<file path="src/tcbf_pkg.sv">
// Constants for the timer control and buffer-valid flag block
package tcbf_pkg;
   // ==========================================================
   // Register indices; byte address is four times the index
   localparam logic [5:0] IDX_ENABLE_CTRL = 6'h00;
   localparam logic [5:0] IDX_MODE_CTRL = 6'h01;
   localparam logic [5:0] IDX_COMPARE_OUTPUT_LEVEL = 6'h02;
   localparam logic [5:0] IDX_SPLIT_SELECT = 6'h03;
   localparam logic [5:0] IDX_COMMAND_DIR_CLEAR = 6'h04;
   localparam logic [5:0] IDX_COMMAND_DIR_SET = 6'h05;
   localparam logic [5:0] IDX_BUFFER_VALID_CLEAR = 6'h06;
   localparam logic [5:0] IDX_BUFFER_VALID_SET = 6'h07;
   localparam int ADDR_LSB = 2;
   // ==========================================================
   // Field positions
   localparam int ENABLE_BIT = 0;
   localparam int AUTO_LOCK_BIT = 3;
   localparam int CMP_EN_LSB = 4;
   localparam int SPLIT_BIT = 0;
   localparam int DIR_BIT = 0;
   localparam int LOCK_UPDATE_BIT = 1;
   localparam int CMD_LSB = 2;
   localparam int PER_BV_BIT = 0;
   localparam int CMP_BV_LSB = 1;
   localparam int NUM_CMP = 3;
   // ==========================================================
   // Reset values
   localparam logic [7:0] RESET_BYTE = 8'h00;
   localparam logic [31:0] READ_ZERO = 32'h0000_0000;
   // ==========================================================
   // Command codes
   typedef enum logic [1:0] {
      TCBF_CMD_NONE = 2'b00,
      TCBF_CMD_UPDATE = 2'b01,
      TCBF_CMD_RESTART = 2'b10,
      TCBF_CMD_HARD_RESET = 2'b11
   } tcbf_cmd_e;
endpackage

</file>
<file path="src/tcbf_timer_ctrl.sv">
// Control, command and buffer-valid register logic of a 16-bit timer
`timescale 1ns/1ps
// ==========================================================
// Summary of operation
// Compare output value bits drive waveform levels; writable only while timer disabled.
// Split select makes the timer run as two 8-bit counters.
// Split mode switches to an alternate register map.
// Writing one to a clear register bit clears the shared bit.
// Writing one to a set register bit sets the shared bit.
// Command at bits 3:2, lock update bit 1, direction bit 0.
// Command 0 none, 1 forces update, 2 forces restart.
// Command 3 forces hard reset, ignored while timer enabled.
// Command field always reads back zero.
// Lock update 0: buffers copied to active registers on update.
// Lock update 1: no buffer transfer on update.
// Direction 0 counts up, 1 down; hardware or software may change.
// Compare buffer-valid flag sets on write to its compare buffer.
// Compare buffer-valid flags clear on an update.
// Period buffer-valid sets on period buffer write, clears on update.
// Valid flags: compare2 bit3, compare1 bit2, compare0 bit1, period bit0.
// Auto lock holds lock update until all enabled compares valid.
// Next update then transfers buffers and sets lock update again.
// Zero writes leave bits alone; both registers read underlying bits.
// All control and valid bits are zero after reset.
module tcbf_timer_ctrl (
   input wire logic i_sys_clk,
   input wire logic i_reset,
   input wire logic [7:0] i_avs_address,
   input wire logic i_avs_read,
   input wire logic i_avs_write,
   input wire logic [31:0] i_avs_writedata,
   input wire logic [3:0] i_avs_byteenable,
   output logic [31:0] o_avs_readdata,
   output logic o_avs_waitrequest,
   input wire logic i_update_condition,
   input wire logic i_period_buffer_write,
   input wire logic [2:0] i_compare_buffer_write,
   input wire logic i_dir_hw_write,
   input wire logic i_dir_hw_value,
   output logic o_timer_enable,
   output logic [2:0] o_compare_enable,
   output logic [2:0] o_waveform_level,
   output logic o_split_mode,
   output logic o_count_down,
   output logic o_lock_update,
   output logic [3:0] o_buffer_valid,
   output logic o_force_update,
   output logic o_force_restart,
   output logic o_force_hard_reset,
   output logic o_buffer_transfer
);

   // ==========================================================
   // State
   typedef struct packed {
      logic wait_req;
      logic [31:0] rdata;
      logic enable;
      logic auto_lock;
      logic [2:0] cmp_en;
      logic [2:0] wave_level;
      logic split;
      logic lock_update;
      logic dir;
      logic [3:0] bv;
      logic upd_p;
      logic rst_p;
      logic hrst_p;
      logic xfer_p;
   } tcbf_state_s;

   tcbf_state_s s_reg;
   tcbf_state_s s_next;

   // ==========================================================
   // Decode helpers
   function automatic logic hit(input logic [7:0] addr, input logic [5:0] idx);
      hit = (addr[7:tcbf_pkg::ADDR_LSB] == idx);
   endfunction

   // Normal-mode-only registers vanish from the map in split mode
   function automatic logic normal_only(input logic [7:0] addr);
      normal_only = hit(addr, tcbf_pkg::IDX_COMPARE_OUTPUT_LEVEL)
         || hit(addr, tcbf_pkg::IDX_COMMAND_DIR_CLEAR)
         || hit(addr, tcbf_pkg::IDX_COMMAND_DIR_SET);
   endfunction

   function automatic logic [7:0] read_byte(input logic [7:0] addr, input tcbf_state_s s);
      logic [7:0] b;
      b = tcbf_pkg::RESET_BYTE;
      if (s.split && normal_only(addr)) begin
         b = tcbf_pkg::RESET_BYTE;
      end else if (hit(addr, tcbf_pkg::IDX_ENABLE_CTRL)) begin
         b[tcbf_pkg::ENABLE_BIT] = s.enable;
      end else if (hit(addr, tcbf_pkg::IDX_MODE_CTRL)) begin
         b[tcbf_pkg::AUTO_LOCK_BIT] = s.auto_lock;
         b[tcbf_pkg::CMP_EN_LSB +: tcbf_pkg::NUM_CMP] = s.cmp_en;
      end else if (hit(addr, tcbf_pkg::IDX_COMPARE_OUTPUT_LEVEL)) begin
         b[tcbf_pkg::NUM_CMP-1:0] = s.wave_level;
      end else if (hit(addr, tcbf_pkg::IDX_SPLIT_SELECT)) begin
         b[tcbf_pkg::SPLIT_BIT] = s.split;
      end else if (hit(addr, tcbf_pkg::IDX_COMMAND_DIR_CLEAR)
                   || hit(addr, tcbf_pkg::IDX_COMMAND_DIR_SET)) begin
         // Command bits stay zero on read
         b[tcbf_pkg::LOCK_UPDATE_BIT] = s.lock_update;
         b[tcbf_pkg::DIR_BIT] = s.dir;
      end else if (hit(addr, tcbf_pkg::IDX_BUFFER_VALID_CLEAR)
                   || hit(addr, tcbf_pkg::IDX_BUFFER_VALID_SET)) begin
         b[3:0] = s.bv;
      end
      read_byte = b;
   endfunction

   // ==========================================================
   // Next state
   always_comb begin
      logic req;
      logic wr;
      logic [7:0] wd;
      logic [1:0] cmd;
      logic do_update;
      logic [2:0] en_valid;
      req = 1'b0;
      wr = 1'b0;
      wd = tcbf_pkg::RESET_BYTE;
      cmd = 2'b00;
      do_update = 1'b0;
      en_valid = 3'b000;
      s_next = s_reg;
      s_next.upd_p = 1'b0;
      s_next.rst_p = 1'b0;
      s_next.hrst_p = 1'b0;
      s_next.xfer_p = 1'b0;

      // One wait cycle per access; write commits when waitrequest is low
      req = i_avs_read || i_avs_write;
      s_next.wait_req = !(req && s_reg.wait_req);
      if (req && s_reg.wait_req && i_avs_read) begin
         s_next.rdata = {24'h00_0000, read_byte(i_avs_address, s_reg)};
      end
      wr = i_avs_write && !s_reg.wait_req && i_avs_byteenable[0]
         && !(s_reg.split && normal_only(i_avs_address));
      wd = i_avs_writedata[7:0];

      // Software writes to plain registers
      if (wr && hit(i_avs_address, tcbf_pkg::IDX_ENABLE_CTRL)) begin
         s_next.enable = wd[tcbf_pkg::ENABLE_BIT];
      end
      if (wr && hit(i_avs_address, tcbf_pkg::IDX_MODE_CTRL)) begin
         s_next.auto_lock = wd[tcbf_pkg::AUTO_LOCK_BIT];
         s_next.cmp_en = wd[tcbf_pkg::CMP_EN_LSB +: tcbf_pkg::NUM_CMP];
         if (wd[tcbf_pkg::AUTO_LOCK_BIT]) begin
            s_next.lock_update = 1'b1;
         end
      end
      if (wr && hit(i_avs_address, tcbf_pkg::IDX_COMPARE_OUTPUT_LEVEL) && !s_reg.enable) begin
         s_next.wave_level = wd[tcbf_pkg::NUM_CMP-1:0];
      end
      if (wr && hit(i_avs_address, tcbf_pkg::IDX_SPLIT_SELECT)) begin
         s_next.split = wd[tcbf_pkg::SPLIT_BIT];
      end

      // Hardware direction first, so a software write in the same cycle wins
      if (i_dir_hw_write) begin
         s_next.dir = i_dir_hw_value;
      end
      if (wr && hit(i_avs_address, tcbf_pkg::IDX_COMMAND_DIR_CLEAR)) begin
         if (wd[tcbf_pkg::LOCK_UPDATE_BIT]) s_next.lock_update = 1'b0;
         if (wd[tcbf_pkg::DIR_BIT]) s_next.dir = 1'b0;
         cmd = wd[tcbf_pkg::CMD_LSB +: 2];
      end
      if (wr && hit(i_avs_address, tcbf_pkg::IDX_COMMAND_DIR_SET)) begin
         if (wd[tcbf_pkg::LOCK_UPDATE_BIT]) s_next.lock_update = 1'b1;
         if (wd[tcbf_pkg::DIR_BIT]) s_next.dir = 1'b1;
         cmd = wd[tcbf_pkg::CMD_LSB +: 2];
      end

      // Commands
      unique case (cmd)
         tcbf_pkg::TCBF_CMD_NONE: begin
         end
         tcbf_pkg::TCBF_CMD_UPDATE: begin
            s_next.upd_p = 1'b1;
         end
         tcbf_pkg::TCBF_CMD_RESTART: begin
            s_next.rst_p = 1'b1;
         end
         tcbf_pkg::TCBF_CMD_HARD_RESET: begin
            s_next.hrst_p = !s_reg.enable;
         end
      endcase

      // Update handling; forced update acts in the same cycle it is written
      do_update = i_update_condition || (cmd == tcbf_pkg::TCBF_CMD_UPDATE);
      if (do_update && !s_reg.lock_update) begin
         s_next.xfer_p = 1'b1;
         s_next.bv = 4'h0;
         if (s_reg.auto_lock) begin
            s_next.lock_update = 1'b1;
         end
      end // Locked: no transfer, flags kept

      // Auto lock releases once every enabled compare buffer is valid
      en_valid = s_reg.bv[tcbf_pkg::CMP_BV_LSB +: tcbf_pkg::NUM_CMP] | ~s_reg.cmp_en;
      if (s_reg.auto_lock && s_reg.lock_update && (&en_valid) && !(do_update && !s_reg.lock_update)) begin
         s_next.lock_update = 1'b0;
      end

      // Flag clears before sets, so a buffer write never loses to a clear
      if (wr && hit(i_avs_address, tcbf_pkg::IDX_BUFFER_VALID_CLEAR)) begin
         s_next.bv = s_next.bv & ~wd[3:0];
      end
      if (wr && hit(i_avs_address, tcbf_pkg::IDX_BUFFER_VALID_SET)) begin
         s_next.bv = s_next.bv | wd[3:0];
      end
      if (i_period_buffer_write) begin
         s_next.bv[tcbf_pkg::PER_BV_BIT] = 1'b1;
      end
      for (int i = 0; i < tcbf_pkg::NUM_CMP; i++) begin
         if (i_compare_buffer_write[i]) begin
            s_next.bv[tcbf_pkg::CMP_BV_LSB + i] = 1'b1;
         end
      end
   end

   // ==========================================================
   // Registers
   always_ff @(posedge i_sys_clk) begin
      if (i_reset) begin
         s_reg <= '0;
         s_reg.wait_req <= 1'b1;
      end else begin
         s_reg <= s_next;
      end
   end

   // ==========================================================
   // Outputs
   assign o_avs_readdata = s_reg.rdata;
   assign o_avs_waitrequest = s_reg.wait_req;
   assign o_timer_enable = s_reg.enable;
   assign o_compare_enable = s_reg.cmp_en;
   assign o_waveform_level = s_reg.wave_level;
   assign o_split_mode = s_reg.split;
   assign o_count_down = s_reg.dir;
   assign o_lock_update = s_reg.lock_update;
   assign o_buffer_valid = s_reg.bv;
   assign o_force_update = s_reg.upd_p;
   assign o_force_restart = s_reg.rst_p;
   assign o_force_hard_reset = s_reg.hrst_p;
   assign o_buffer_transfer = s_reg.xfer_p;

endmodule // tcbf_timer_ctrl

</file>
<file path="config.mk">
export PLATFORM = sky130hd
export DESIGN_NAME = tcbf_timer_ctrl
export DESIGN_NICKNAME = d
export VERILOG_FILES = /design/src/tcbf_pkg.sv /design/src/tcbf_timer_ctrl.sv
export SDC_FILE = /design/constraint.sdc
export NUM_CORES = 1
export LEC_CHECK = 0
export ABC_AREA = 0
export BUFFER_PORTS_ARGS = -buffer_cell sky130_fd_sc_hd__buf_2
export CAP_MARGIN = 0
export CELL_PAD_IN_SITES_DETAIL_PLACEMENT = 2
export CELL_PAD_IN_SITES_GLOBAL_PLACEMENT = 2
export CORE_MARGIN = 2
export CORE_UTILIZATION = 24
export DETAILED_ROUTE_END_ITERATION = 10
export PLACE_DENSITY_LB_ADDON = 0.1
export SYNTH_ARGS = -nofsm -noshare
export SYNTH_HDL_FRONTEND = slang
export SYNTH_SLANG_ARGS = --single-unit
</file>
<file path="constraint.sdc">
create_clock -name i_sys_clk -period 2.75 [get_ports i_sys_clk]
set_input_delay 0.6875 -clock i_sys_clk [delete_from_list [all_inputs] [get_ports i_sys_clk]]
set_output_delay 0.6875 -clock i_sys_clk [all_outputs]
set_load 0.01 [all_outputs]
</file>
======== Word level (Yosys, flattened, before mapping) ========
Cells that the tools add are included.
cells by class
  reduce and logical (&&, ||, !) cells .... 35
  muxes and demuxes ....................... 43
  bitwise logic cells ..................... 6
  equal/unequal tests ..................... 10
operators by type and width
  operator            count
  $mux 4              11
  $eq 6x3->1 const B  4
  $mux 1              20
  $logic_and 1x1->1   19
  $eq 6x2->1 const B  2
  $mux 2              6
  $mux 3              4
  $mux 7              1
  $eq 6x1->1 const B  1
  $logic_not 1->1     6
  $logic_not 6->1     1
  $logic_or 1x1->1    6
  $mux 6              1
  $and 4x4->4         1
  $eq 2x2->1 const B  2
  $not 4->4           1
  $or 4x4->4          1
  $reduce_or 2->1     2
  $not 3->3           1
  $or 3x3->3          1
  $reduce_and 3->1    1
  $eq 2x1->1 const B  1
  $not 1->1           1
word-level totals
  logic and storage cells ................. 108
  output and inout bits ................... 51
  bits in registers ....................... 27

======== Depth between registers and ports, before layout ========
Gate-level depths: netlist of the first run.
  depth in word-level cells ............... 18
  depth in mapped cells ................... 5
  depth with buffers taken out ............ 4

======== Worst setup path after synthesis of the first run ========
Ideal clock, no wire load.
  path type ............................... input port to flip-flop
  start ................................... input port i_avs_address[2]
  end ..................................... register s_reg, in the netlist o_waveform_level[0]
  stages on the path ...................... 5
  slack ................................... 0.858 ns
  path buffers ............................ 1
  arrival time ............................ 1.765 ns
  cell sequence ........................... buf_2 or4_4 nor3_4 mux2i_1 nor2_1
on the way
  longest elaborated chain between the ends .. 8
ends and longest elaborated chain
  element                                   line                    text
  start: declaration                        tcbf_timer_ctrl.sv:28   input wire logic [7:0] i_avs_address,
  $eq 6x2->1 or $eq 6x3->1 (tied branches)  tcbf_timer_ctrl.sv:78   hit = (addr[7:tcbf_pkg::ADDR_LSB] == idx);
  $logic_or 1x1->1                          tcbf_timer_ctrl.sv:84   || hit(addr, tcbf_pkg::IDX_COMMAND_DIR_CLEAR)
  $logic_or 1x1->1                          tcbf_timer_ctrl.sv:85   || hit(addr, tcbf_pkg::IDX_COMMAND_DIR_SET);
  $logic_and 1x1->1                         tcbf_timer_ctrl.sv:142  && !(s_reg.split && normal_only(i_avs_address));
  $logic_not 1->1                           tcbf_timer_ctrl.sv:142
  $logic_and 1x1->1                         tcbf_timer_ctrl.sv:142
  $logic_and 1x1->1 * (2 in a row)          tcbf_timer_ctrl.sv:156  if (wr && hit(i_avs_address, tcbf_pkg::IDX_COMPARE_OUTPUT_LEVEL) && !s_reg.enable) begin
  end signal: assignment                    tcbf_timer_ctrl.sv:233  s_reg <= s_next;
  end: declaration                          tcbf_timer_ctrl.sv:72   tcbf_state_s s_reg;
Every way passes the cells marked *; elsewhere a longest branch is shown, timed or not.
A chain may end at the register's enable or synchronous reset.

======== Worst setup path in the final report of the first run ========
  start ................................... input port i_avs_address[5]
  end ..................................... register s_reg, in the netlist o_buffer_valid[3]
on the way
  longest elaborated chain between the ends .. 18
ends and longest elaborated chain
  element                                   line                    text
  $eq 6x2->1 or $eq 6x3->1 (tied branches)  tcbf_timer_ctrl.sv:78
  $logic_or 1x1->1                          tcbf_timer_ctrl.sv:84
  $logic_or 1x1->1                          tcbf_timer_ctrl.sv:85
  $logic_and 1x1->1                         tcbf_timer_ctrl.sv:142
  $logic_not 1->1                           tcbf_timer_ctrl.sv:142
  $logic_and 1x1->1                         tcbf_timer_ctrl.sv:142
  $logic_and 1x1->1                         tcbf_timer_ctrl.sv:167  if (wr && hit(i_avs_address, tcbf_pkg::IDX_COMMAND_DIR_CLEAR)) begin
  $mux 2                                    tcbf_timer_ctrl.sv:167
  [... 2 more ...]                          --
  $logic_or 1x1->1                          tcbf_timer_ctrl.sv:194  do_update = i_update_condition || (cmd == tcbf_pkg::TCBF_CMD_UPDATE);
  $logic_and 1x1->1                         tcbf_timer_ctrl.sv:195  if (do_update && !s_reg.lock_update) begin
  $mux 4                                    tcbf_timer_ctrl.sv:195
  $and 4x4->4                               tcbf_timer_ctrl.sv:211  s_next.bv = s_next.bv & ~wd[3:0];
  $mux 4                                    tcbf_timer_ctrl.sv:210  if (wr && hit(i_avs_address, tcbf_pkg::IDX_BUFFER_VALID_CLEAR)) begin
  $or 4x4->4                                tcbf_timer_ctrl.sv:214  s_next.bv = s_next.bv | wd[3:0];
  $mux 4 *                                  tcbf_timer_ctrl.sv:213  if (wr && hit(i_avs_address, tcbf_pkg::IDX_BUFFER_VALID_SET)) begin
  $mux 1 *                                  tcbf_timer_ctrl.sv:220  if (i_compare_buffer_write[i]) begin
Marked as above.

==> results of run 1 <==
cells by family after synthesis:
logic type / synth area share
simple gates: 0.2219
buf+inv: 0.2189
compound gates: 0.1706
flops: 0.3260
mux: 0.06038
other cells: 0.002262
Yosys cell counts, drive strengths merged, types with 2 or more instances:
cell type  instances  area (µm²)
a22o               5       43.79
nand4              2       12.51
buf               45       332.8
a31oi              3       18.77
nor2              19       73.82
dfxtp             27       540.5
inv                3       11.26
and3b              2       17.52
a32o               4       40.04
o21ai              3       15.01
clkbuf             5       18.77
a21oi              2       10.01
nor3b              3       33.78
nor3               6       52.55
nor2b              4       25.02
nand3              2       10.01
a31o               4       35.03
nand2              7       26.28
mux2i             10       100.1
a22oi              5       37.54
nor4               3       48.80
final timing paths:
| kind | from | endpoint | slack [ps] | cells past startpoint |
|---|---|---|---|---|
| max | i_avs_address[5] | o_buffer_valid[3] | 730 | 5 |
| min | o_avs_readdata[0] | o_avs_readdata[0] | 500 | 1 |
| max reg2reg | o_avs_waitrequest | o_buffer_valid[3] | 1060 | 4 |
| min reg2reg | o_avs_readdata[0] | o_avs_readdata[0] | 500 | 1 |
area by class of cell:
cell class | instances | area [µm²] | area share
Multi-Input combinational cell | 127 | 844.6 | 0.4710
Inverter | 3 | 11.26 | 0.006281
Clock buffer | 3 | 41.29 | 0.02303
Timing Repair Buffer | 50 | 250.2 | 0.1396
Tap cell | 80 | 100.1 | 0.05583
Sequential cell | 27 | 540.5 | 0.3015
Clock inverter | 1 | 5.005 | 0.002791
routing by layer:
layer	vias up	wire, µm
met3	4	244
met5	-	0
met4	0	52
met2	39	2711
li1	649	-
met1	704	2128
per-stage QoR:
stage / cell area [µm²] / setup WS, ps / power (µW) / util / hold slack [ps]
after floorplan: 1748 / 857.7 / 516.7 / - / 455.0
after global placement: 1747 / 477.7 / 531.0 / 0.2585 / 435.3
after detailed placement: 1747 / 443.1 / 535.9 / 0.2585 / 488.3
after CTS: 1793 / 747.0 / 772.4 / 0.2654 / 513.1
after global routing: 1793 / 642.3 / 804.2 / 0.2654 / 536.5
final: 1793 / 733.8 / 755.8 / 0.2654 / 501.9
power by group:
part	total, µW	internal [µW]	leakage (µW)	switching (µW)
sequential	407	399	0.000220	8.44
clock	229	102	0.0000255	128
combinational	119	39.1	0.000558	80.3
==> run_results.csv, run 1 <==
group,metric,value,unit
setup_path,critical_path_class,"in -> reg",
setup_path,path_delay_family,"simple AND/OR/NAND/NOR gates",
timing,drv_slew,0,
timing,rsz0062_at_grt,"false",
global_route,met2_usage,0.2644,
clocking,hold_buffers,0,
clocking,clockBufferDepth,2,
cells_and_area,fin_cells,291,
synth,avgSynthCellArea,9.059,µm²
run_status,status,"complete, no violations",
setup_path,crit_buf_inv,1,
drt,drtIter0Drc,38,
global_route,grt_overflow_total,0,
setup_path,crit_slowest_cell,"or3_1",
drt,post_drt_wl_per_cell,17.65,µm
pwr,p_per_area,421.5,nW/µm²
setup_path,crit_chain,"buf_2 -> or3_1 -> nor4_4 -> nand2_1 -> a31o_1",
synth,synth_seq_cells,27,
synth,yosys_warnings,0,
synth,async_flop_share,0,
cells_and_area,largest_register_ffs,7,
timing,setup_viol,0,
timing,hold_viol,0,
clocking,cts_tree,"built",
global_route,busiest_layer,"met2",
cells_and_area,syn_to_final_growth,8.151,%
clocking,clk_latency,270,ps
die,std_cell_rows,30,
global_route,grt_pass1_vias,1551,
clocking,postCtsSetupRepairBufs,0,
clocking,clkTransAtPathRegs,90,ps
drt,postRouteAntennaNets,0,
clocking,cts_resized,0,
timing,worstMarginPinSlew,648.6,ps
drt,routed_via_density,4.797,
die,initial_core_util,0.2454,
run,max_cap_violations,0,
cells_and_area,layout-drive-gt1-share,0.2938,
placed_design,placed_cells,287,
drt,vias,1396,
synth,synth_edf_count,0,
pwr,ir_drop,0.0001861,V
global_route,grt_use_total,0.1402,
timing,max_freq,496.0,MHz
timing,finalCriticalPeriod,2016,ps
synth,postSynthCellCount,183,
timing,post-route-period-util,0.7332,
cells_and_area,mostFrequentLayoutCells,"buf_2, dfxtp_1, conb_1",
die,chipHeight,87.11,µm
die,die_w,87.11,µm
cells_and_area,diodes,0,
placed_design,gp_congestion,0.7511,
cells_and_area,nNetsFinal,267,
global_route,grt_max_degree,22,
setup_path,cp-start-kind,"primary input",
worst_hold_path,hp-class,"reg -> reg",
setup_path,cp.arrival,2190,ps
die,io_pins,106,
synth,yosys.cell_types.count,46,
timing,maxSlewHeadroom,0.5676,
clocking,clkSinkCount,27,
pwr,total_leakage_power,0.0008030,µW
cells_and_area,mostFrequentLayoutCell,"buf_2",
drt,wirelength,5136,µm
die,dieArea,7588,µm²
cells_and_area,fill_cells,808,
global_route,grt_first_pass_wirelength,8238,µm
setup_path,end_kind,"flop",
drt,drt-pass1-iter-count,3,
timing,finalSetupTns,0,ps
drt,drc,0,
setup_path,critPathMaxStageDelay,640,ps
synth,synth_area,1658,µm²
synth,synth_flop_cell,"dfxtp_1",
clocking,cts.htree.levels,1,
setup_path,crit_fanout,9,
timing,fin_worst_skew,1.246,ps
clocking,cts_root_buf,"clkbuf_8",
die,placeableCoreArea,6756,µm²
setup_path,critical_path_required,2920,ps
global_route,met3_usage,0.02085,
global_route,use_met1,0.1641,
clocking,cts_buffers,3,
synth,ys_seq_area_frac,0.3260,
global_route,antenna_found_initial,0,
placed_design,numPortBuffers,50,
placed_design,hpwl,4046,µm
No activity file was read; power rests on OpenSTA's default activity.
==> inputs of run 2 (changes only) <==
CORE_UTILIZATION = 22   (was 24)
clock period = 1.9 ns   (was 2.75 ns; I/O delays follow)
==> run_results.csv, run 2 (synthesis gave the netlist of run 1 again) <==
group,metric,value,unit
run_status,status,"complete, no violations",
timing,setup_viol,0,
drt,wirelength,5187,µm
die,initial_core_util,0.2274,
die,die_w,90.81,µm
cells_and_area,fin_area,1891,µm²
pwr,finalPower,1112,µW
global_route,antenna_found_initial,0,
clocking,hold_buffers,0,
die,placeableCoreArea,7292,µm²
clocking,cts_root_buf,"clkbuf_8",
worst_hold_path,min_from,"i_avs_read",
setup_path,crit_chain,"buf_2 -> or3_1 -> buf_4 -> nor4_4 -> nand2_1 -> a31o_1",
setup_path,critical_path_required,2070,ps
clocking,cts_tree,"built",
cells_and_area,nNetsFinal,277,
clocking,clkSinkCount,27,
cells_and_area,mostFrequentLayoutCells,"buf_2, dfxtp_1, conb_1",
pwr,ir_drop,0.0002513,V
timing,max_freq,619.4,MHz
clocking,clk_latency,270,ps
setup_path,critical_path_class,"in -> reg",
setup_path,crit_slowest_cell,"or3_1",
setup_path,cp.arrival,1790,ps
global_route,grt_first_pass_wirelength,8273,µm
setup_path,end_kind,"flop",
setup_path,critPathMaxStageDelay,360,ps
global_route,grt_use_total,0.1254,
placed_design,numPortBuffers,50,
die,dieArea,8246,µm²
clocking,cts_resized,0,
setup_path,crit_fanout,9,
clocking,clockBufferDepth,2,
pwr,p_per_area,588.4,nW/µm²
cells_and_area,layout-drive-gt1-share,0.3213,
worst_hold_path,hp-class,"in -> reg",
drt,vias,1399,
cells_and_area,largest_register_ffs,7,
drt,postRouteAntennaNets,0,
drt,routed_via_density,4.372,
cells_and_area,fill_cells,877,
placed_design,gp_congestion,0.7770,
run,max_cap_violations,0,
clocking,cts_buffers,3,
die,chipHeight,90.81,µm
timing,drv_slew,0,
cells_and_area,seqCellArea,540.5,µm²
setup_path,r2r_start,"o_split_mode",
timing,finalSetupTns,0,ps
setup_path,cp-start-kind,"primary input",
drt,drc,0,
die,std_cell_rows,31,
placed_design,place_area,1846,µm²
drt,drt-pass1-iter-count,4,
setup_path,critPathLaunch,"i_avs_address[5]",
die,io_pins,106,
timing,rsz0062_at_grt,"false",
clocking,clkTransAtPathRegs,100,ps
timing,finalCriticalPeriod,1614,ps
timing,post-route-period-util,0.8497,
placed_design,hpwl,4230,µm
global_route,grt_overflow_total,0,
timing,setup_ws,285.6,ps
cells_and_area,mostFrequentLayoutCell,"buf_2",
clocking,postCtsSetupRepairBufs,0,
global_route,grt_max_degree,15,
clocking,cts.htree.levels,1,
global_route,grt_pass1_vias,1549,
cells_and_area,multiInputGateArea,844.6,µm²
timing,fin_worst_skew,2.893,ps
timing,holdWs,406.4,ps
timing,hold_viol,0,
placed_design,post-place-ws,-28.90,ps
pwr,total_leakage_power,0.0008479,µW
cells_and_area,syn_to_final_growth,14.04,%
drt,post_drt_wl_per_cell,16.21,µm
drt,drtIter0Drc,42,
cells_and_area,diodes,0,
run 2: cell types whose count changed in the layout (fill, tap and decap cells not counted):
cell	previous run	this run
clkbuf_1	0	1
buf_4	0	10
clkinv_2	1	0
run 2: area by class of cell:
cell class,count,share of cell area
multi-input combinational,127,0.4467
sequential,27,0.2859
timing repair buffer,60,0.1721
tap,99,0.06552
clock buffer,4,0.02383
inverter,3,0.005956
run 2: path summary, 6_finish.rpt:
path	to	slack, ps	depth (start not counted)
setup / recovery	o_buffer_valid[1]	290	6
hold / removal	o_avs_waitrequest	410	2
setup reg to reg	o_waveform_level[1]	320	4
hold reg to reg	o_avs_waitrequest	480	1
run 2: per-stage QoR:
step,cells,utilization
after detailed placement,316,0.2531
after global routing,320,0.2593
after CTS,320,0.2593
after floorplan,207,-
after global placement,316,0.2531
final,320,0.2593
run 2: metal layers:
| metal | wire length (µm) | GRT usage |
|---|---|---|
| met3 | 295 | 0.02922 |
| met5 | 0 | 0 |
| met1 | 2275 | 0.1523 |
| met2 | 2579 | 0.2233 |
| met4 | 36 | 0.03030 |
run 2: critical path, delay by kind of cell:
kind,cells,cell delay (ps)
compound gates,1,220
buf+inv,2,320
simple gates,3,770
run 2: power by group:
group          switching, µW  total [µW]  internal, µW  leakage (µW)
Clock                    187         337           150     0.0000228
Sequential              12.5         589           577      0.000220
Combinational            116         186          69.6      0.000606
==> inputs of run 3 (changes only) <==
clock period = 1.65 ns   (was 1.9 ns; I/O delays follow)
==> run_results.csv, run 3 (synthesis gave the netlist of run 1 again) <==
group,metric,value,unit
setup_path,reg2reg_slack,160,ps
global_route,grt_overflow_total,0,
global_route,grt_use_total,0.1314,
global_route,met2_usage,0.2326,
placed_design,numPortBuffers,50,
setup_path,end_kind,"flop",
pwr,ir_drop,0.0002826,V
cells_and_area,largest_register_ffs,7,
die,chipHeight,90.81,µm
setup_path,critical_path_class,"in -> reg",
global_route,met3_usage,0.02588,
cells_and_area,syn_to_final_growth,18.57,%
clocking,hold_buffers,0,
clocking,clkSinkCount,27,
run,max_cap_violations,0,
timing,post-route-period-util,0.9411,
setup_path,cp-start-kind,"primary input",
placed_design,gp_congestion,0.7876,
timing,setup_viol,0,
drt,drt-pass1-iter-count,4,
cells_and_area,fin_area,1966,µm²
die,placeableCoreArea,7292,µm²
clocking,cts.htree.levels,1,
timing,max_freq,644.0,MHz
clocking,postCtsSetupRepairBufs,0,
die,io_pins,106,
setup_path,critical_path_required,1830,ps
die,initial_core_util,0.2274,
timing,drv_slew,0,
global_route,busiest_layer,"met2",
drt,postRouteAntennaNets,0,
cells_and_area,final_core_util,0.2696,
clocking,cts_resized,0,
global_route,use_met1,0.1641,
drt,drc,0,
timing,hold_viol,0,
setup_path,r2r_cells,4,
setup_path,r2r_end,"o_waveform_level[1]",
placed_design,place_area,1921,µm²
worst_hold_path,hp-class,"in -> reg",
setup_path,endpoint,"o_compare_enable[0]",
pwr,p_per_area,658.6,nW/µm²
setup_path,critPathLaunch,"i_avs_address[5]",
clocking,cts_tree,"built",
cells_and_area,mostFrequentLayoutCells,"buf_2, dfxtp_1, conb_1",
die,std_cell_rows,31,
clocking,clkTransAtPathRegs,100,ps
cells_and_area,nNetsFinal,287,
global_route,grt_first_pass_wirelength,8611,µm
setup_path,r2r_start,"o_split_mode",
drt,vias,1449,
cells_and_area,mostFrequentLayoutCell,"buf_2",
cells_and_area,diodes,0,
run_status,status,"complete, no violations",
drt,routed_via_density,4.391,
pwr,total_leakage_power,0.0008997,µW
clocking,cts_root_buf,"clkbuf_8",
die,dieArea,8246,µm²
drt,post_drt_wl_per_cell,16.10,µm
timing,holdWs,339.9,ps
clocking,cts_buffers,3,
setup_path,cp.arrival,1730,ps
setup_path,crit_fanout,9,
timing,rsz0062_at_grt,"false",
timing,fin_worst_skew,6.713,ps
global_route,grt_max_degree,15,
global_route,antenna_found_initial,0,
drt,drtIter0Drc,45,
placed_design,hpwl,4313,µm
timing,finalCriticalPeriod,1553,ps
pwr,finalPower,1295,µW
cells_and_area,layout-drive-gt1-share,0.3506,
global_route,grt_pass1_vias,1587,
clocking,clockBufferDepth,2,
clocking,clk_latency,280,ps
die,die_w,90.81,µm
drt,wirelength,5313,µm
-- run 3: changes by cell type in the layout (fill, tap and decap cells not counted), sizes merged --
cell,change
buf,+10
-- run 3: layout make-up --
cell class                      count  area, µm²
Fill cell                         889       5326
Timing Repair Buffer               70      400.4
Multi-Input combinational cell    127      844.6
Tap cell                           99      123.9
Inverter                            3      11.26
Clock buffer                        4      45.04
Sequential cell                    27      540.5
-- run 3: worst max-delay path, cell delays in order --
cell	delay [ps]
buf_2	100
or3_1	360
buf_4	210
nor3_4	320
mux2i_1	260
nor2_1	60
-- run 3: how the worst min path moves through the flow --
| stage | to | startpoint | cells past startpoint | slack [ps] |
|---|---|---|---|---|
| CTS | o_avs_waitrequest | i_avs_read | 2 | 330 |
| detailed placement | o_avs_waitrequest | o_avs_waitrequest | 1 | 460 |
| global placement | o_avs_waitrequest | o_avs_waitrequest | 1 | 440 |
| finish | o_avs_waitrequest | i_avs_read | 2 | 340 |
| floorplan | o_avs_readdata[2] | o_avs_readdata[2] | 2 | 450 |
| global route | o_avs_waitrequest | i_avs_read | 2 | 350 |
-- run 3: through the flow --
step | setup TNS (ps) | cells | setup slack (ps)
floorplan | 0 | 207 | 32.75
CTS | 0 | 330 | 88.83
global route | 0 | 330 | 24.58
finish | 0 | 330 | 97.21
detailed placement | -2180 | 326 | -209.9
global placement | -1882 | 326 | -182.3
-- run 3: where the power goes --
part           switching (µW)  leakage [µW]  internal, µW
Combinational             139      0.000657          87.6
Sequential               13.5      0.000220           664
Clock                     217     0.0000228           173
Total                     369      0.000900           925
-- run 3: per-layer routing --
| metal | up-vias | part of all wire |
|---|---|---|
| met4 | 0 | 0.0047 |
| met3 | 2 | 0.049 |
| li1 | 687 | - |
| met2 | 46 | 0.50 |
| met1 | 714 | 0.44 |
| met5 | - | 0 |
